<file path="config.mk">
export PLATFORM = sky130hd
export DESIGN_NAME = kbl_ctrl
export DESIGN_NICKNAME = d
export VERILOG_FILES = /design/src/design/kbl_pkg.sv /design/src/design/kbl_ctrl.sv
export SDC_FILE = /design/constraint.sdc
export NUM_CORES = 1
export LEC_CHECK = 0
export ABC_AREA = 1
export BUFFER_PORTS_ARGS = -buffer_cell sky130_fd_sc_hd__buf_2
export CAP_MARGIN = 0
export CORE_ASPECT_RATIO = 2
export CORE_UTILIZATION = 35
export CTS_CLUSTER_SIZE = 8
export DETAILED_ROUTE_END_ITERATION = 16
export PLACE_DENSITY = 0.59
export SLEW_MARGIN = 10
export SYNTH_ARGS = -nofsm -noshare
export SYNTH_HDL_FRONTEND = slang
export SYNTH_SLANG_ARGS = --single-unit
</file>
<file path="constraint.sdc">
create_clock -name clk_sys_i -period 2.4 [get_ports clk_sys_i]
set_clock_uncertainty 0.2 [all_clocks]
set_input_delay 0.12 -clock clk_sys_i [delete_from_list [all_inputs] [get_ports clk_sys_i]]
set_output_delay 0.12 -clock clk_sys_i [all_outputs]
set_load 0.02 [all_outputs]
</file>
<file path="src/design/kbl_pkg.sv">
// Shared constants and types for the keyboard link controller
package kbl_pkg;
  localparam int unsigned KBL_NUM_CH = 3;
  localparam int unsigned KBL_DATA_W = 8;
  localparam int unsigned KBL_FIFO_DEPTH = 8;
  localparam int unsigned KBL_CLK_PERIOD_NS = 10;
  // Least time the clock line is held low before a transmit or release
  localparam int unsigned KBL_INHIBIT_US = 100;
  localparam int unsigned KBL_INHIBIT_CYC =
    (KBL_INHIBIT_US * 1000 + KBL_CLK_PERIOD_NS - 1) / KBL_CLK_PERIOD_NS;
  localparam int unsigned KBL_INHIBIT_CNT_W = 16;
  // Bit count at the falling edge that carries the stop bit (rx) / ack (tx)
  localparam logic [3:0] KBL_RX_LAST_BIT = 4'h9;
  localparam logic [3:0] KBL_TX_STOP_BIT = 4'hA;
  localparam logic [3:0] KBL_TX_ACK_BIT = 4'hB;
  localparam logic [3:0] KBL_CNT_RST = 4'h0;
  localparam logic [9:0] KBL_SHIFT_RST = 10'h000;
  localparam logic [1:0] KBL_SYNC_RST = 2'h3;

  typedef enum logic [2:0] {
    KBL_ST_IDLE,
    KBL_ST_RX,
    KBL_ST_INHIBIT,
    KBL_ST_TX
  } kbl_state_e;

  typedef struct packed {
    logic [KBL_DATA_W-1:0] data;
    logic parity_err;
    logic stop_err;
  } kbl_rx_word_s;

  typedef struct packed {
    logic done;
    logic acked;
  } kbl_tx_status_s;

  localparam int unsigned KBL_RX_WORD_W = $bits(kbl_rx_word_s);
endpackage : kbl_pkg

</file>
<file path="src/design/kbl_ctrl.sv">
// Three-channel keyboard serial link controller with per-channel receive FIFO
// Behaviour
// Three separate channels, each with its own clock and data line.
// During reception both lines are inputs only; nothing is driven.
// Receive start, eight data bits LSB first, odd parity, one stop bit.
// Each received bit is sampled while the keyboard clock is low.
// During transmission keyboard clocks; device drives the data line.
// Transmit start, eight data bits LSB first, odd parity, one stop bit.
// Transmit data changes at clock fall, stable through the high phase.
// Device can abort keyboard sending by holding the clock line low.
// Keyboard abandons sending when it sees the clock held low.
// Each channel pulses a completion flag when a whole frame is received.
// Received frames are checked for odd parity and a correct stop bit.
// Lines are driven straight from the block's own pin signals.
// Lines are only driven low or released to the pull-up.
// Leaving abort, data start bit is driven low, then clock released.
// After the stop bit data is released and keyboard ack is recorded.
`timescale 1ns/1ps

module kbl_fifo #(
  parameter int unsigned WIDTH = 8,
  parameter int unsigned DEPTH = 8
) (
  input wire logic clk_sys_i,
  input wire logic sys_rst_i,
  input wire logic in_valid_i,
  output logic in_ready_o,
  input wire logic [WIDTH-1:0] in_data_i,
  output logic out_valid_o,
  input wire logic out_ready_i,
  output logic [WIDTH-1:0] out_data_o
);
  localparam int unsigned AW = $clog2(DEPTH);
  logic [WIDTH-1:0] mem_q [DEPTH];
  logic [WIDTH-1:0] mem_d [DEPTH];
  // Pointers carry one extra bit so a full store differs from an empty one
  logic [AW:0] wr_q;
  logic [AW:0] wr_d;
  logic [AW:0] rd_q;
  logic [AW:0] rd_d;
  logic push;
  logic pop;

  always_comb begin
    in_ready_o = (wr_q - rd_q) != (AW+1)'(DEPTH);
    out_valid_o = wr_q != rd_q;
    push = in_valid_i && in_ready_o;
    pop = out_valid_o && out_ready_i;
    mem_d = mem_q;
    if (push) begin
      mem_d[wr_q[AW-1:0]] = in_data_i;
    end
    wr_d = push ? wr_q + 1'b1 : wr_q;
    rd_d = pop ? rd_q + 1'b1 : rd_q;
    // Head word comes straight from storage, not from the write path
    out_data_o = mem_q[rd_q[AW-1:0]];
  end

  always_ff @(posedge clk_sys_i) begin
    if (sys_rst_i) begin
      wr_q <= '0;
      rd_q <= '0;
      for (int i = 0; i < DEPTH; i++) begin
        mem_q[i] <= '0;
      end
    end else begin
      wr_q <= wr_d;
      rd_q <= rd_d;
      mem_q <= mem_d;
    end
  end
endmodule : kbl_fifo

module kbl_ctrl
  import kbl_pkg::*;
#(
  parameter int unsigned NUM_CH = kbl_pkg::KBL_NUM_CH,
  parameter int unsigned FIFO_DEPTH = kbl_pkg::KBL_FIFO_DEPTH,
  parameter int unsigned INHIBIT_CYC = kbl_pkg::KBL_INHIBIT_CYC
) (
  input wire logic clk_sys_i,
  input wire logic sys_rst_i,
  input wire logic [NUM_CH-1:0] kb_link_clock_i,
  output logic [NUM_CH-1:0] kb_link_clock_o,
  output logic [NUM_CH-1:0] kb_link_clock_oe_o,
  input wire logic [NUM_CH-1:0] kb_link_data_i,
  output logic [NUM_CH-1:0] kb_link_data_o,
  output logic [NUM_CH-1:0] kb_link_data_oe_o,
  input wire logic [NUM_CH-1:0] abort_i,
  input wire logic [NUM_CH-1:0] tx_valid_i,
  output logic [NUM_CH-1:0] tx_ready_o,
  input wire logic [NUM_CH-1:0][kbl_pkg::KBL_DATA_W-1:0] tx_data_i,
  output kbl_pkg::kbl_tx_status_s [NUM_CH-1:0] tx_status_o,
  output logic [NUM_CH-1:0] rx_done_o,
  output logic [NUM_CH-1:0] rx_valid_o,
  input wire logic [NUM_CH-1:0] rx_ready_i,
  output kbl_pkg::kbl_rx_word_s [NUM_CH-1:0] rx_word_o
);
  import kbl_pkg::*;

  localparam logic [KBL_INHIBIT_CNT_W-1:0] INHIBIT_LAST =
    KBL_INHIBIT_CNT_W'(INHIBIT_CYC - 1);

  for (genvar ch = 0; ch < NUM_CH; ch++) begin : g_ch
    logic [1:0] clk_sync_q;
    logic [1:0] clk_sync_d;
    logic [1:0] dat_sync_q;
    logic [1:0] dat_sync_d;
    logic clk_prev_q;
    logic clk_prev_d;
    kbl_state_e state_q;
    kbl_state_e state_d;
    logic [3:0] cnt_q;
    logic [3:0] cnt_d;
    logic [9:0] sh_q;
    logic [9:0] sh_d;
    logic [KBL_INHIBIT_CNT_W-1:0] inh_q;
    logic [KBL_INHIBIT_CNT_W-1:0] inh_d;
    logic clk_oe_q;
    logic clk_oe_d;
    logic dat_oe_q;
    logic dat_oe_d;
    logic rx_done_q;
    logic rx_done_d;
    kbl_tx_status_s txs_q;
    kbl_tx_status_s txs_d;
    kbl_rx_word_s word_q;
    kbl_rx_word_s word_d;
    logic push_q;
    logic push_d;
    logic fifo_ready;
    logic clk_fall;
    logic clk_s;
    logic dat_s;
    logic hold_req;

    // Two-stage synchronisers; only the second stage is read by logic
    assign clk_s = clk_sync_q[1];
    assign dat_s = dat_sync_q[1];
    assign clk_fall = clk_prev_q && !clk_s;
    // Back-pressure: a full FIFO holds the keyboard off before it starts
    assign hold_req = abort_i[ch] || !fifo_ready || tx_valid_i[ch];

    always_comb begin
      clk_sync_d = {clk_sync_q[0], kb_link_clock_i[ch]};
      dat_sync_d = {dat_sync_q[0], kb_link_data_i[ch]};
      clk_prev_d = clk_s;
      state_d = state_q;
      cnt_d = cnt_q;
      sh_d = sh_q;
      inh_d = inh_q;
      clk_oe_d = clk_oe_q;
      dat_oe_d = dat_oe_q;
      rx_done_d = 1'b0;
      txs_d = '0;
      txs_d.acked = txs_q.acked;
      word_d = word_q;
      push_d = push_q && !fifo_ready;
      tx_ready_o[ch] = 1'b0;
      case (state_q)
        KBL_ST_IDLE: begin
          clk_oe_d = 1'b0;
          dat_oe_d = 1'b0;
          cnt_d = KBL_CNT_RST;
          // Holding the keyboard off wins over a start arriving together, except while a push_q word is still pending
          if (hold_req && !push_q) begin
            state_d = KBL_ST_INHIBIT;
            clk_oe_d = 1'b1;
            inh_d = '0;
          end else if (clk_fall && !dat_s) begin
            state_d = KBL_ST_RX;
          end
        end
        KBL_ST_RX: begin
          // Lines stay released for the whole received frame
          clk_oe_d = 1'b0;
          dat_oe_d = 1'b0;
          // Abort drops the partial frame; nothing is pushed
          if (abort_i[ch]) begin
            state_d = KBL_ST_INHIBIT;
            clk_oe_d = 1'b1;
            inh_d = '0;
          end else if (clk_fall) begin
            sh_d = {dat_s, sh_q[9:1]};
            cnt_d = cnt_q + 4'h1;
            // Tenth fall after the start carries the stop bit
            if (cnt_q == KBL_RX_LAST_BIT) begin
              word_d.data = sh_q[8:1];
              word_d.parity_err = !(^{sh_q[9:1]});
              word_d.stop_err = !dat_s;
              push_d = 1'b1;
              rx_done_d = 1'b1;
              state_d = KBL_ST_IDLE;
            end
          end
        end
        KBL_ST_INHIBIT: begin
          clk_oe_d = 1'b1;
          if (inh_q != INHIBIT_LAST) begin
            inh_d = inh_q + 1'b1;
          end else if (dat_oe_q) begin
            // Start bit already on the line: hand the clock to the keyboard
            clk_oe_d = 1'b0;
            state_d = KBL_ST_TX;
            cnt_d = KBL_CNT_RST;
          end else if (tx_valid_i[ch] && !abort_i[ch]) begin
            // The byte is taken only after the full inhibit time
            tx_ready_o[ch] = 1'b1;
            sh_d = {1'b1, ~^tx_data_i[ch], tx_data_i[ch]};
            dat_oe_d = 1'b1;
          end else if (!hold_req) begin
            // Nothing pending any more: let the keyboard send again
            clk_oe_d = 1'b0;
            state_d = KBL_ST_IDLE;
          end
        end
        KBL_ST_TX: begin
          clk_oe_d = 1'b0;
          if (abort_i[ch]) begin
            state_d = KBL_ST_INHIBIT;
            clk_oe_d = 1'b1;
            dat_oe_d = 1'b0;
            inh_d = '0;
          end else if (clk_fall) begin
            cnt_d = cnt_q + 4'h1;
            // Fall after the released stop bit: keyboard answers on data
            if (cnt_q == KBL_TX_STOP_BIT) begin
              txs_d.done = 1'b1;
              txs_d.acked = !dat_s;
              state_d = KBL_ST_IDLE;
            end else begin
              // New bit set at the fall holds through the next high phase
              dat_oe_d = !sh_q[0];
              sh_d = {1'b1, sh_q[9:1]};
            end
          end
        end
        default: begin
          state_d = KBL_ST_IDLE;
          clk_oe_d = 1'b0;
          dat_oe_d = 1'b0;
        end
      endcase
    end

    always_ff @(posedge clk_sys_i) begin
      if (sys_rst_i) begin
        clk_sync_q <= KBL_SYNC_RST;
        dat_sync_q <= KBL_SYNC_RST;
        clk_prev_q <= 1'b1;
        state_q <= KBL_ST_IDLE;
        cnt_q <= KBL_CNT_RST;
        sh_q <= KBL_SHIFT_RST;
        inh_q <= '0;
        clk_oe_q <= 1'b0;
        dat_oe_q <= 1'b0;
        rx_done_q <= 1'b0;
        txs_q <= '0;
        word_q <= '0;
        push_q <= 1'b0;
      end else begin
        clk_sync_q <= clk_sync_d;
        dat_sync_q <= dat_sync_d;
        clk_prev_q <= clk_prev_d;
        state_q <= state_d;
        cnt_q <= cnt_d;
        sh_q <= sh_d;
        inh_q <= inh_d;
        clk_oe_q <= clk_oe_d;
        dat_oe_q <= dat_oe_d;
        rx_done_q <= rx_done_d;
        txs_q <= txs_d;
        word_q <= word_d;
        push_q <= push_d;
      end
    end

    kbl_fifo #(
      .WIDTH(KBL_RX_WORD_W),
      .DEPTH(FIFO_DEPTH)
    ) u_rx_fifo (
      .clk_sys_i(clk_sys_i),
      .sys_rst_i(sys_rst_i),
      .in_valid_i(push_q),
      .in_ready_o(fifo_ready),
      .in_data_i(word_q),
      .out_valid_o(rx_valid_o[ch]),
      .out_ready_i(rx_ready_i[ch]),
      .out_data_o(rx_word_o[ch])
    );

    // Pins only pull low; a released line floats up on the pull-up
    assign kb_link_clock_o[ch] = 1'b0;
    assign kb_link_data_o[ch] = 1'b0;
    assign kb_link_clock_oe_o[ch] = clk_oe_q;
    assign kb_link_data_oe_o[ch] = dat_oe_q;
    assign rx_done_o[ch] = rx_done_q;
    assign tx_status_o[ch] = txs_q;
  end
endmodule : kbl_ctrl

</file>
==> load_flow_metrics.sql <==
INSERT INTO impl_metrics (metric_group, metric, value, unit) VALUES
('outcome', 'outcome', 'complete, no violations', ''),
('route', 'drt_drc_violations_left', '0', ''),
('cells_and_area', 'multiInputGateArea', '0.01059', 'mm2'),
('synthesis', 'synth_flop_cell', 'sky130_fd_sc_hd__dfxtp_1', ''),
('route', 'route.antenna.remaining_nets', '0', ''),
('pwr', 'seq_power_share', '0.400', ''),
('pwr', 'comb_power_share', '0.221', ''),
('pwr', 'cell_internal_pwr', '13.10', 'mW'),
('global_route', 'grtUsageTotal', '0.1844', ''),
('synthesis', 'post_synth_inst_count', '2773', ''),
('setup_path', 'crit_buf_inv', '4', ''),
('synthesis', 'cell_area_synth', '0.02083', 'mm2'),
('timing', 'timing.final.max_slew_violations', '0', ''),
('worst_hold_path', 'min_to', 'g_ch[2].dat_sync_q[0]', ''),
('global_route', 'first_global_vias', '18080', ''),
('setup_path', 'ff2ff_path_depth', '14', ''),
('timing', 'rsz0062_at_grt', 'yes', ''),
('clocking', 'cts-buffers-inserted', '58', ''),
('clocking', 'tritoncts', 'built', ''),
('setup_path', 'r2r-start', 'g_ch[2].u_rx_fifo.rd_q[2]', ''),
('die', 'initial_utilization', '0.3534', ''),
('global_route', 'grt_pass1_wl', '91.18', 'mm'),
('pwr', 'sw_frac_of_total', '0.3104', ''),
('setup_path', 'worst_path_dominant_cell_family', 'simple AND/OR/NAND/NOR gates', ''),
('synthesis', 'post_synth_top_area_cell', 'sky130_fd_sc_hd__dfxtp_1', ''),
('synthesis', 'number_of_flops_mapped_to_enable_cells_by_yosys', '0', ''),
('setup_path', 'critPathRequiredTime', '2680', 'ps'),
('cells_and_area', 'post_route_cells_drive_above_1_share', '0.2246', ''),
('cells_and_area', 'register_area', '0.008499', 'mm2'),
('synthesis', 'synth-async-reset-ratio', '0', ''),
('timing', 'timing.final.crit_share', '0.9807', ''),
('die', 'placementRows', '126', ''),
('setup_path', 'r2r-end', 'g_ch[2].u_rx_fifo.mem_q[16]', ''),
('setup_path', 'cp.arrival', '2630', 'ps'),
('synthesis', 'yosys-top-cells-area', 'sky130_fd_sc_hd__dfxtp_1, sky130_fd_sc_hd__a21oi_1, sky130_fd_sc_hd__o21ai_0, sky130_fd_sc_hd__inv_1, sky130_fd_sc_hd__nand2_1', ''),
('timing', 'setup_viol_count_final', '0', ''),
('timing', 'worst_slew_margin_rel', '0.6173', ''),
('placement', 'place_worst_setup_slack', '39.15', 'ps'),
('setup_path', 'sort_of_element_at_the_start_of_the_critical_path', 'flop', ''),
('die', 'fp.dieH', '347.0', 'um'),
('pwr', 'power_density', '735.9', 'mW/mm2'),
('setup_path', 'crit_path_top_delay_cell', 'sky130_fd_sc_hd__dfxtp_2', ''),
('global_route', 'grt_remaining_overflow', '0', ''),
('synthesis', 'seq_total_area_yosys', '0.4064', ''),
('setup_path', 'cpPeakStageDelay', '340', 'ps'),
('route', 'drt_first_pass_iters', '5', ''),
('clocking', 'clk_latency', '600', 'ps'),
('setup_path', 'path_max_fanout', '5', ''),
('pwr', 'netSwitchingPower', '5.897', 'mW'),
('worst_hold_path', 'worstHoldStart', 'kb_link_data_i[2]', ''),
('timing', 'hold_ws', '43.43', 'ps'),
('pwr', 'worst_ir_drop_vdd', '0.5878', 'mV'),
('clocking', 'htree_num_levels', '2', ''),
('synthesis', 'netlist.area_leader.share', '0.4064', ''),
('route', 'routed-via-count', '18800', ''),
('synthesis', 'ys_warn_count', '0', ''),
('worst_hold_path', 'min_path_type', 'in2reg', ''),
('clocking', 'clk_transition_reported_paths', '50', 'ps'),
('pwr', 'power_leakage', '9.420', 'nW'),
('global_route', 'initial_antenna_violation_count', '1', ''),
('timing', 'min_period', '2354', 'ps'),
('cells_and_area', 'layout-area-overhead-vs-synth', '23.92', '%'),
('synthesis', 'postSynthAreaPerCell', '7.514', 'um2'),
('route', 'post_drt_wl_per_cell', '15.82', 'um'),
('clocking', 'clock-root-buffer', 'sky130_fd_sc_hd__clkbuf_16', ''),
('cells_and_area', 'fillers', '5974', ''),
('flow_run', 'max-cap-violations', '0', ''),
('timing', 'highest_attainable_clock_frequency', '424.9', 'MHz'),
('die', 'die_w', '174.5', 'um'),
('placement', 'hpwlAfterDp', '38.87', 'mm'),
('worst_hold_path', 'worst_hold_path_depth', '3', '');
## logic make-up after synthesis
group	Yosys count	synth area share
other	1	0.0001800
AOI/OAI and AO/OA	991	0.2704
and+or+nand+nor	684	0.1565
DFF	423	0.4064
xor gates and xnor gates	70	0.02943
buffers and inverters	573	0.1185
adders and majority gates	31	0.01862
## tightest hold or removal path: stages
cell                            delay [ps]
sky130_fd_sc_hd__dlygate4sd3_1         520
sky130_fd_sc_hd__buf_2                  90
sky130_fd_sc_hd__or2_2                  90
## registers in the layout (all words and copies together), names as in the netlist, 6 cells and up
| register | flops |
|---|---|
| g_ch.word_q | 30 |
| g_ch.clk_sync_q | 6 |
| g_ch.dat_sync_q | 6 |
| g_ch.state_q | 6 |
| g_ch.inh_q | 48 |
| g_ch.u_rx_fifo.rd_q | 12 |
| tx_status_o | 6 |
| g_ch.cnt_q | 12 |
| g_ch.u_rx_fifo.wr_q | 12 |
| g_ch.sh_q | 30 |
| g_ch.u_rx_fifo.mem_q | 240 |
## metrics by stage
stage | std cells | util | area [um2] | setup TNS, ps | power (mW)
floorplan | 2778 | - | 20860 | 0 | 10.38
global placement | 3565 | 0.3801 | 22410 | 0 | 11.42
detailed placement | 3565 | 0.3801 | 22410 | 0 | 11.44
CTS | 3680 | 0.4212 | 24830 | -7.907 | 18.96
global route | 3721 | 0.4379 | 25820 | -782.1 | 19.92
finish | 3721 | 0.4379 | 25820 | 0 | 19.00
## worst max path at each step
stage / cells past startpoint / from / end
after CTS: 9 / g_ch[2].inh_q[0] / tx_ready_o[2]
after detailed placement: 11 / g_ch[1].u_rx_fifo.rd_q[2] / g_ch[1].u_rx_fifo.mem_q[63]
after floorplan: 14 / g_ch[0].u_rx_fifo.rd_q[2] / g_ch[0].u_rx_fifo.mem_q[21]
after global routing: 15 / g_ch[2].u_rx_fifo.rd_q[1] / g_ch[2].u_rx_fifo.mem_q[12]
after global placement: 12 / g_ch[2].u_rx_fifo.rd_q[2] / g_ch[2].u_rx_fifo.mem_q[57]
final: 14 / g_ch[2].u_rx_fifo.rd_q[2] / g_ch[2].u_rx_fifo.mem_q[16]
## per-layer routing
layer,share of wire,track usage
met1,0.37,0.1841
met2,0.55,0.3691
met3,0.027,0.02004
met4,0.044,0.08873
met5,0,0
## power by group through the flow
stage	Combinational, mW	Clock (mW)	Sequential, mW
floorplan	2.76	0	7.62
global route	4.63	7.65	7.63
CTS	3.95	7.43	7.59
detailed placement	3.73	0	7.71
global placement	3.71	0	7.71
finish	4.19	7.21	7.60
## placed cells by master (no fill, tap or decap), types with 4 or more instances in the layout
cell,instances
sky130_fd_sc_hd__nand2_1,288
sky130_fd_sc_hd__a31oi_1,42
sky130_fd_sc_hd__nor3_2,6
sky130_fd_sc_hd__buf_6,23
sky130_fd_sc_hd__nor2_2,7
sky130_fd_sc_hd__a221oi_2,20
sky130_fd_sc_hd__inv_2,17
sky130_fd_sc_hd__dfxtp_2,13
sky130_fd_sc_hd__clkbuf_16,67
sky130_fd_sc_hd__xor2_1,37
sky130_fd_sc_hd__dlygate4sd3_1,40
sky130_fd_sc_hd__inv_1,365
sky130_fd_sc_hd__xnor2_1,33
sky130_fd_sc_hd__ha_4,7
sky130_fd_sc_hd__nand2_4,10
sky130_fd_sc_hd__ha_1,24
sky130_fd_sc_hd__nand3_1,105
sky130_fd_sc_hd__or2_2,18
sky130_fd_sc_hd__dfxtp_1,406
sky130_fd_sc_hd__nand2_2,28
sky130_fd_sc_hd__a221oi_1,10
sky130_fd_sc_hd__nand4_4,8
sky130_fd_sc_hd__o21ai_1,153
sky130_fd_sc_hd__o21ai_2,40
sky130_fd_sc_hd__a31oi_2,9
sky130_fd_sc_hd__buf_4,126
sky130_fd_sc_hd__a21oi_1,314
sky130_fd_sc_hd__buf_12,28
sky130_fd_sc_hd__nor3b_1,9
sky130_fd_sc_hd__o21ai_0,252
sky130_fd_sc_hd__dfxtp_4,4
sky130_fd_sc_hd__a21oi_2,131
sky130_fd_sc_hd__buf_2,68
sky130_fd_sc_hd__nor2_4,4
sky130_fd_sc_hd__nor3_1,24
sky130_fd_sc_hd__nand4_1,26
sky130_fd_sc_hd__nor2_1,135
sky130_fd_sc_hd__conb_1,6
## repair_timing
item	in CTS	in global routing
endpoints found under the hold margin	179	0
hold buffers	40	0
buffers inserted	11	27
gates resized for setup	111	171
endpoints found under the setup margin	33	272
pin swaps	16	42
gates cloned	3	14
## final cells by class
type / instances / area share
timing repair buffer: 297 / 0.1082
clock inverter: 2 / 0.001502
multi-input combinational: 1783 / 0.4102
tap: 768 / 0.03722
clock buffer: 59 / 0.05636
inverter: 388 / 0.05723
antenna: 1 / 0.00009692
sequential: 423 / 0.3292
## cell usage after synthesis, types with 3 or more instances
master                       n
sky130_fd_sc_hd__xor2_1     37
sky130_fd_sc_hd__nand2_2    21
sky130_fd_sc_hd__nand2_1   297
sky130_fd_sc_hd__nor3_1     29
sky130_fd_sc_hd__clkbuf_2    8
sky130_fd_sc_hd__nor2_8      3
sky130_fd_sc_hd__nand4_4     8
sky130_fd_sc_hd__nand4_1    26
sky130_fd_sc_hd__nor2_4      3
sky130_fd_sc_hd__buf_6      19
sky130_fd_sc_hd__ha_1       31
sky130_fd_sc_hd__a31oi_1    53
sky130_fd_sc_hd__o21ai_2     6
sky130_fd_sc_hd__inv_1     374
sky130_fd_sc_hd__a21oi_2   110
sky130_fd_sc_hd__nor3b_1     9
sky130_fd_sc_hd__a311oi_1    3
sky130_fd_sc_hd__a221oi_1   30
sky130_fd_sc_hd__buf_4      28
sky130_fd_sc_hd__buf_2      17
sky130_fd_sc_hd__inv_2      12
sky130_fd_sc_hd__clkbuf_1  108
sky130_fd_sc_hd__xnor2_1    33
sky130_fd_sc_hd__o21ai_0   305
sky130_fd_sc_hd__nor2_1    139
sky130_fd_sc_hd__nand3_1   108
sky130_fd_sc_hd__dfxtp_1   423
sky130_fd_sc_hd__a21oi_1   337
sky130_fd_sc_hd__nor2_2      3
sky130_fd_sc_hd__o21ai_1   134
sky130_fd_sc_hd__or2_2      18
sky130_fd_sc_hd__nand2_4     8
sky130_fd_sc_hd__or2_1       3
Power figures use the tool's default switching activity.
